$ cat src/dual_link_pkg.sv
// Constants, word layouts and state codes for the expansion link block
package dual_link_pkg;

   localparam int LINK_WIDTH = 8;
   localparam int CONNECTOR_PINS = 15;
   localparam int LINK_BYTE_ADDR = 2;
   localparam int SENSOR_COUNT = 5;
   localparam int MOTOR_COUNT = 4;
   localparam int RESULT_BIT = 0;

   localparam real CLOCK_MHZ = 40.0;
   localparam real LINK_DELAY_US = 7.8;
   localparam int LINK_DELAY_CYCLES = int'(LINK_DELAY_US * CLOCK_MHZ);

   localparam logic [LINK_WIDTH-1:0] RESET_LINK = 8'h00;
   localparam logic [LINK_WIDTH-1:0] RESET_OE_B = 8'hFF;
   localparam logic [MOTOR_COUNT-1:0] RESET_MOTORS = 4'h0;

   typedef struct packed {
      logic stopCmd;
      logic runCmd;
   } control_word_t;

   typedef struct packed {
      logic configConflict;
      logic faulted;
      logic running;
   } status_word_t;

   localparam status_word_t RESET_STATUS = 3'h0;

   typedef enum logic [1:0] {
      RUN_STOPPED = 2'b01,
      RUN_ACTIVE = 2'b10
   } run_state_t;

endpackage

$ cat src/dual_module_expansion_link.sv
// Expansion link, run/stop control and shutdown logic of one linked module
// How it works
// - The link carries eight parallel binary signals between the two modules.
// - A link bit reaches the receiving program image 7.8 us after it arrives.
// - The link and the differential inputs are never active together, link wins.
// - Control and status words are taken and shown only at the cyclic data strobe.
// - Bit parameters in and out are exchanged only at the cyclic data strobe.
// - Eight connector pins form the link, each usable as input or output.
// - Link inputs map to program input byte 2 and outputs to output byte 2.
// - Each link pin is either an input or an output, never both.
// - The receiver ANDs enable, five sensors and the partner result into four motors.
// - The motor report to the CPU is updated only at the next data exchange.
// - The sender ANDs its five sensors and drives the result on link bit 0.
`timescale 1ns/1ps
module dual_module_expansion_link
   import dual_link_pkg::*;
#(
   parameter int WIDTH = LINK_WIDTH,
   parameter int SENSORS = SENSOR_COUNT,
   parameter int MOTORS = MOTOR_COUNT,
   parameter int DELAY_CYCLES = LINK_DELAY_CYCLES
) (
   input wire logic clock, // 40 MHz system clock
   input wire logic rst_b, // Asynchronous reset, active low
   input wire logic linkRequest, // Configure pins as expansion link
   input wire logic diffRequest, // Configure differential inputs
   input wire logic [WIDTH-1:0] linkDirOut, // Per pin: 1 output, 0 input
   input wire logic roleReceiver, // 1 receiving module, 0 sending module
   input wire logic [WIDTH-1:0] linkPinIn, // Link pin input levels
   output logic [WIDTH-1:0] linkPinOut, // Link pin output levels
   output logic [WIDTH-1:0] linkPinOe_b, // Link pin drive enable, low drives
   input wire logic [WIDTH-1:0] progLinkOut, // Program output byte 2 image
   output logic [WIDTH-1:0] progLinkIn, // Program input byte 2 image
   input wire logic [SENSORS-1:0] sensorIn, // Proximity sensor inputs
   output logic [MOTORS-1:0] motorOut, // Motor drive outputs
   input wire logic dataCycle, // One-cycle strobe per CPU data cycle
   input wire control_word_t ctrlWordIn, // Control word from CPU
   input wire logic enableParamIn, // Enable bit parameter from CPU
   output status_word_t statusWordOut, // Status word to CPU
   output logic motorReportOut, // Motor on/off bit parameter to CPU
   input wire logic faultIn, // Local fault, forces stop
   output logic linkActive, // Expansion link in use
   output logic diffActive // Differential inputs in use
);

   initial begin
      if (WIDTH != LINK_WIDTH) begin
         $error("dual_module_expansion_link: link must be eight bits wide");
      end
      if (DELAY_CYCLES < 3) begin
         $error("dual_module_expansion_link: DELAY_CYCLES must be at least 3");
      end
      if (SENSORS < 1 || MOTORS < 1) begin
         $error("dual_module_expansion_link: need sensors and motors");
      end
   end

   // Receive path: ring delay plus the image register
   logic [WIDTH-1:0] delayedPins;

   link_delay_line #(
      .WIDTH(WIDTH),
      .DEPTH(DELAY_CYCLES - 2)
   ) u_rx_delay (
      .clock(clock),
      .rst_b(rst_b),
      .din(linkPinIn),
      .dout(delayedPins)
   );

   // Pin configuration
   logic next_linkActive;
   logic next_diffActive;
   logic configConflict;
   logic [WIDTH-1:0] outMask;
   logic [WIDTH-1:0] next_linkPinOut;
   logic [WIDTH-1:0] next_linkPinOe_b;
   logic [WIDTH-1:0] next_progLinkIn;
   logic logic_operation_result;
   logic [WIDTH-1:0] outImage;

   always_comb begin
      next_linkActive = linkRequest;
      next_diffActive = diffRequest & ~linkRequest;
      configConflict = linkRequest & diffRequest;
      logic_operation_result = &sensorIn;
      outImage = progLinkOut;
      if (!roleReceiver) begin
         outImage[RESULT_BIT] = logic_operation_result;
      end
      outMask = linkDirOut & {WIDTH{next_linkActive}};
      next_linkPinOut = outImage & outMask;
      next_linkPinOe_b = ~outMask;
      next_progLinkIn = delayedPins & ~linkDirOut & {WIDTH{linkActive}};
   end

   always_ff @(posedge clock or negedge rst_b) begin
      if (!rst_b) begin
         linkActive <= 1'b0;
         diffActive <= 1'b0;
         linkPinOut <= RESET_LINK;
         linkPinOe_b <= RESET_OE_B;
         progLinkIn <= RESET_LINK;
      end else begin
         linkActive <= next_linkActive;
         diffActive <= next_diffActive;
         linkPinOut <= next_linkPinOut;
         linkPinOe_b <= next_linkPinOe_b;
         progLinkIn <= next_progLinkIn;
      end
   end

   // Run/stop state and cyclic exchange
   run_state_t runState;
   run_state_t next_runState;
   logic enableParam;
   logic next_enableParam;
   logic faultSticky;
   logic next_faultSticky;
   status_word_t next_statusWordOut;
   logic next_motorReportOut;

   always_comb begin
      next_runState = runState;
      next_enableParam = enableParam;
      next_statusWordOut = statusWordOut;
      next_motorReportOut = motorReportOut;
      next_faultSticky = faultSticky;
      if (dataCycle) begin
         next_enableParam = enableParamIn;
         next_motorReportOut = |motorOut;
         next_statusWordOut.running = (runState == RUN_ACTIVE);
         next_statusWordOut.faulted = faultSticky;
         next_statusWordOut.configConflict = configConflict;
         if (ctrlWordIn.stopCmd) begin
            next_runState = RUN_STOPPED;
         end else if (ctrlWordIn.runCmd) begin
            next_runState = RUN_ACTIVE;
            next_faultSticky = 1'b0;
         end
      end
      // Fault stop and its flag win over a run command in the same cycle
      if (faultIn) begin
         next_runState = RUN_STOPPED;
         next_faultSticky = 1'b1;
      end
   end

   always_ff @(posedge clock or negedge rst_b) begin
      if (!rst_b) begin
         runState <= RUN_STOPPED;
         enableParam <= 1'b0;
         faultSticky <= 1'b0;
         statusWordOut <= RESET_STATUS;
         motorReportOut <= 1'b0;
      end else begin
         runState <= next_runState;
         enableParam <= next_enableParam;
         faultSticky <= next_faultSticky;
         statusWordOut <= next_statusWordOut;
         motorReportOut <= next_motorReportOut;
      end
   end

   // Fast shutdown of the motors
   logic motorsOn;
   logic [MOTORS-1:0] next_motorOut;

   always_comb begin
      motorsOn = roleReceiver & (runState == RUN_ACTIVE) & enableParam
         & logic_operation_result & progLinkIn[RESULT_BIT];
      next_motorOut = {MOTORS{motorsOn}};
   end

   always_ff @(posedge clock or negedge rst_b) begin
      if (!rst_b) begin
         motorOut <= RESET_MOTORS;
      end else begin
         motorOut <= next_motorOut;
      end
   end

   // Checking
   logic [8:0] warmCount;

   always_ff @(posedge clock or negedge rst_b) begin
      if (!rst_b) begin
         warmCount <= '0;
      end else if (warmCount != 9'h137) begin
         warmCount <= warmCount + 1'b1;
      end
   end

   generate
      if (DELAY_CYCLES == 312) begin : g_delay_check

      end
   endgenerate
endmodule // dual_module_expansion_link

$ cat src/link_delay_line.sv
// Fixed delay line for the link bits, a ring of flip-flops
`timescale 1ns/1ps
module link_delay_line #(
   parameter int WIDTH = 8,
   parameter int DEPTH = 310
) (
   input wire logic clock, // System clock
   input wire logic rst_b, // Asynchronous reset, active low
   input wire logic [WIDTH-1:0] din, // Sample taken every cycle
   output logic [WIDTH-1:0] dout // Sample from DEPTH+1 cycles ago
);

   localparam int PTR_W = (DEPTH > 1) ? $clog2(DEPTH) : 1;
   localparam logic [PTR_W-1:0] LAST = PTR_W'(DEPTH - 1);

   initial begin
      if (DEPTH < 1 || WIDTH < 1) begin
         $error("link_delay_line: DEPTH and WIDTH must be at least 1");
      end
   end

   logic [WIDTH-1:0] ring [DEPTH];
   logic [WIDTH-1:0] next_ring [DEPTH];
   logic [PTR_W-1:0] ptr;
   logic [PTR_W-1:0] next_ptr;
   logic [WIDTH-1:0] next_dout;

   always_comb begin
      next_ring = ring;
      next_ring[ptr] = din;
      next_dout = ring[ptr];
      next_ptr = (ptr == LAST) ? '0 : ptr + 1'b1;
   end

   always_ff @(posedge clock or negedge rst_b) begin
      if (!rst_b) begin
         for (int i = 0; i < DEPTH; i++) begin
            ring[i] <= '0;
         end
         ptr <= '0;
         dout <= '0;
      end else begin
         ring <= next_ring;
         ptr <= next_ptr;
         dout <= next_dout;
      end
   end

endmodule // link_delay_line

$ cat config.mk
export PLATFORM = sky130hd
export DESIGN_NAME = dual_module_expansion_link
export DESIGN_NICKNAME = d
export VERILOG_FILES = /design/src/dual_link_pkg.sv /design/src/dual_module_expansion_link.sv /design/src/link_delay_line.sv
export SDC_FILE = /design/constraint.sdc
export NUM_CORES = 2
export LEC_CHECK = 0
export ABC_CLOCK_PERIOD_IN_PS = 4510
export BUFFER_PORTS_ARGS = -buffer_cell sky130_fd_sc_hd__buf_2
export CAP_MARGIN = 25
export CORE_UTILIZATION = 30
export CTS_BUF_LIST = sky130_fd_sc_hd__clkbuf_2
export CTS_CLUSTER_DIAMETER = 40
export DETAILED_ROUTE_END_ITERATION = 12
export GPL_TIMING_DRIVEN = 0
export SYNTH_ARGS = -nofsm -noshare
export SYNTH_HDL_FRONTEND = slang
export SYNTH_SLANG_ARGS = --single-unit
export TNS_END_PERCENT = 1
$ cat constraint.sdc
create_clock -name clock -period 4.51 [get_ports clock]
set_input_delay 1.353 -clock clock [delete_from_list [all_inputs] [get_ports clock]]
set_output_delay 1.353 -clock clock [all_outputs]
set_load 0.01 [all_outputs]
==> results.toml <==
[routing]
drcViolationCount = 0
routed_wl_um = 580500
dr.first_iter.drc_count = 10730
first_pass_iters = 6
wl_per_cell_um = 41.49
vias = 82790
ant_nets = 0
vias_per_cell = 5.917

[yosys]
yosysUniqueCellTypes = 64
syn_area_sq_um = 114500
syn_avg_cell_area_sq_um = 15.46
synth_seq_area_share_pct = 55.35
ys.warnings.count = 0
synthArstFlopShare_pct = 100.0
synth-seq-cells = 2532
syn_inst = 7406
synth-edff-count = 0
synthFlopType = "dfrtp_1"
syn-num-nets = 7449

[worst_setup_path]
end_kind = "flop"
critPathLaunchType = "flop"
critPathMaxFanout = 11
cp_data_arrival_time_ns = 6.99
required_ns = 6.39
worstSetupPathType = "flop to flop"

[placed_design]
place.gp.congestion = 1.047
placed_cell_area_sq_um = 124200
io_buffers = 63
place_inst = 12650
place_ws_ns = -3.718
dpl.hpwl_um = 415700

[cts]
path_clk_slew_ns = 0.10
htreeDepth = 6
insertion_delay_ns = 2.37
cts_made_buffers = 678
ctsLongestPathBuffers = 4
cts_tree = "built"
clockRootBuffer = "clkbuf_2"
cts.sinks = 2532

[global_routing]
gr-total-overflow = 0
grtUsageTotal_pct = 29.79
grt_pass1_wl_um = 759100
grt_max_degree = 181
grt_pass1_vias = 82440
antenna_found_initial = 103

[sta]
finalHoldViolCount = 0
drv_slew = 0
fmax_ghz = 0.1959
setup_violations = 1302
worst_slew_pin_slew_ns = 1.242
period_minus_slack_ns = 5.106
rsz0062_at_grt = "yes"
setup_tns_ns = -121.69
period_share_pct = 113.2
slew-limit-headroom_pct = 16.86
hold_ws_ns = 0.1543
finalWorstSetupSlack_ns = -0.5956
skew_ns = 0.2751

[die]
die_x_um = 619.8
io_pins = 73
fp.dieArea_sq_um = 384100
core_sq_um = 379500
initial_core_util_pct = 30.17
die_y_um = 619.8
rows = 226

[power_and_ir_drop]
power.total_mw = 43.76
leakage_nw = 57.73
ir_worst_vdd_mv = 0.2649
p_per_area_nw_per_um2 = 327.5

[outcome]
status = "finished, violations left"
failed_checks = "negative setup slack"

[layout]
nNetsFinal = 8451
utilization_pct = 35.21
synthToLayoutAreaGrowth_pct = 16.70
stdcell_count = 13990
layout-drive-gt1-share_pct = 55.25
final_area_sq_um = 133600

[job]
maxCapViolCount = 0

[hold_path]
min_path_type = "input port to flop"
## sequential cells by signal, summed over array words and instances (netlist names)
signal	count
u_rx_delay.ring	2480
u_rx_delay.ptr	9
linkPinOe_b	8
linkPinOut	8
progLinkIn	8
u_rx_delay.dout	8
statusWordOut	3
runState	2
diffActive	1
enableParam	1
faultSticky	1
linkActive	1
motorOut	1
motorReportOut	1
## per-layer routing
| layer | part of all wire (%) | global-route usage, % | up-vias |
|---|---|---|---|
| li1 | - | - | 30180 |
| met1 | 38 | 36.78 | 44700 |
| met2 | 41 | 41.88 | 6132 |
| met3 | 12 | 11.74 | 1735 |
| met4 | 8.6 | 22.09 | 34 |
| met5 | 0.077 | 0 | - |
## Yosys cell counts, types with 7 or more instances
cell type / number / area share (%)
nor2_1: 179 / 0.59
a211oi_1: 15 / 0.098
o221ai_1: 10 / 0.076
clkbuf_1: 382 / 1.3
a22o_1: 27 / 0.21
and2_1: 15 / 0.082
mux4_2: 573 / 11
buf_1: 33 / 0.11
nor4_1: 12 / 0.066
nor3_1: 15 / 0.066
buf_6: 16 / 0.16
buf_2: 107 / 0.47
and3b_1: 8 / 0.061
mux2i_1: 171 / 1.5
nand4_1: 18 / 0.098
nand2b_1: 9 / 0.049
mux2_2: 2501 / 25
a221oi_1: 30 / 0.23
dfrtp_1: 2523 / 55
o22ai_1: 30 / 0.16
nand3_1: 45 / 0.20
nor2b_1: 17 / 0.093
o21ai_0: 39 / 0.17
a21oi_1: 57 / 0.25
o2111ai_1: 10 / 0.076
a31oi_1: 18 / 0.098
and3_1: 20 / 0.11
a22oi_1: 113 / 0.74
a32oi_1: 7 / 0.054
buf_4: 27 / 0.18
dfstp_2: 9 / 0.21
o211ai_1: 7 / 0.046
nand2_1: 285 / 0.93
## worst max-delay path, cell delays in order, from the launching register on
cell      delay (ns)
dfrtp_1         0.33
buf_4           0.38
buf_4           0.53
clkbuf_4        0.55
clkbuf_4        0.55
clkbuf_4        0.55
mux2i_1         0.36
o22ai_1         0.21
o21ai_0         0.53
nand4_1         0.53
## final cells by class
cell class / instances / area (sq um)
Multi-Input combinational cell: 4301 / 49590
Sequential cell: 2532 / 63380
Buffer: 562 / 3767
Tap cell: 5016 / 6276
Inverter: 7 / 35.03
Fill cell: 36610 / 245900
Antenna cell: 70 / 175.2
Clock buffer: 1004 / 5025
Timing Repair Buffer: 326 / 4234
Clock inverter: 174 / 1149
## power breakdown
group          total [mW]  internal, mW  switching (mW)
Clock                17.2          6.67            10.5
Combinational        2.69          1.09            1.61
Sequential           23.9          23.5           0.412
## path summary, 6_finish.rpt
path,startpoint,to,slack (ns),cells past startpoint
worst min register to register,u_rx_delay.dout[2]$_DFF_PN0_,progLinkIn[2]$_DFF_PN0_,0.47,1
worst max-delay path,u_rx_delay.ptr[3]$_DFF_PN0_,u_rx_delay.dout[7]$_DFF_PN0_,-0.60,9
worst min-delay path,linkPinIn[1],u_rx_delay.ring[193]$_DFFE_PN0P_,0.15,3
min in group asynchronous,rst_b,u_rx_delay.ring[1665]$_DFFE_PN0P_,0.33,4
worst max register to register,u_rx_delay.ptr[3]$_DFF_PN0_,u_rx_delay.dout[7]$_DFF_PN0_,-0.60,9
max in group asynchronous,rst_b,u_rx_delay.ring[827]$_DFFE_PN0P_,1.08,7
## cells in the final DEF, fill, tap and decap left out, types with 22 or more instances in the layout
master,Yosys,layout
dfrtp_1,2523,2522
mux2_2,2501,2501
clkbuf_2,0,1061
mux4_2,573,573
clkbuf_1,382,300
nand2_1,285,208
mux2i_1,171,160
a22oi_1,113,110
buf_2,107,102
clkinv_1,0,99
buf_12,1,90
nor2_2,0,88
buf_4,27,77
dlygate4sd3_1,0,74
nor2_1,179,73
diode_2,0,70
buf_6,16,65
nand2_2,0,63
buf_8,0,50
a21oi_1,57,50
buf_16,0,45
nand3_1,45,41
o21ai_0,39,33
o22ai_1,30,30
a22o_1,27,27
a221oi_1,30,26
clkinv_2,0,22
## kinds of logic after synthesis
| group | Yosys count | synth area share [%] |
|---|---|---|
| AOI/OAI and AO/OA | 397 | 2.470 |
| xor gates and xnor gates | 6 | 0.04589 |
| adders and majority gates | 4 | 0.04371 |
| buffers and inverters | 573 | 2.203 |
| DFF | 2532 | 55.35 |
| muxes | 3246 | 37.38 |
| and+or+nand+nor | 648 | 2.507 |
## what timing repair did
action / CTS / global route
pin swaps: 10 / 10
endpoints found under the hold margin: 774 / 0
buffers inserted: 5 / 15
gates resized for setup: 499 / 118
cloned: 0 / 0
setup endpoints to repair: 2109 / 143
hold buffers: 75 / 0
(Power assumes the default switching activity.)
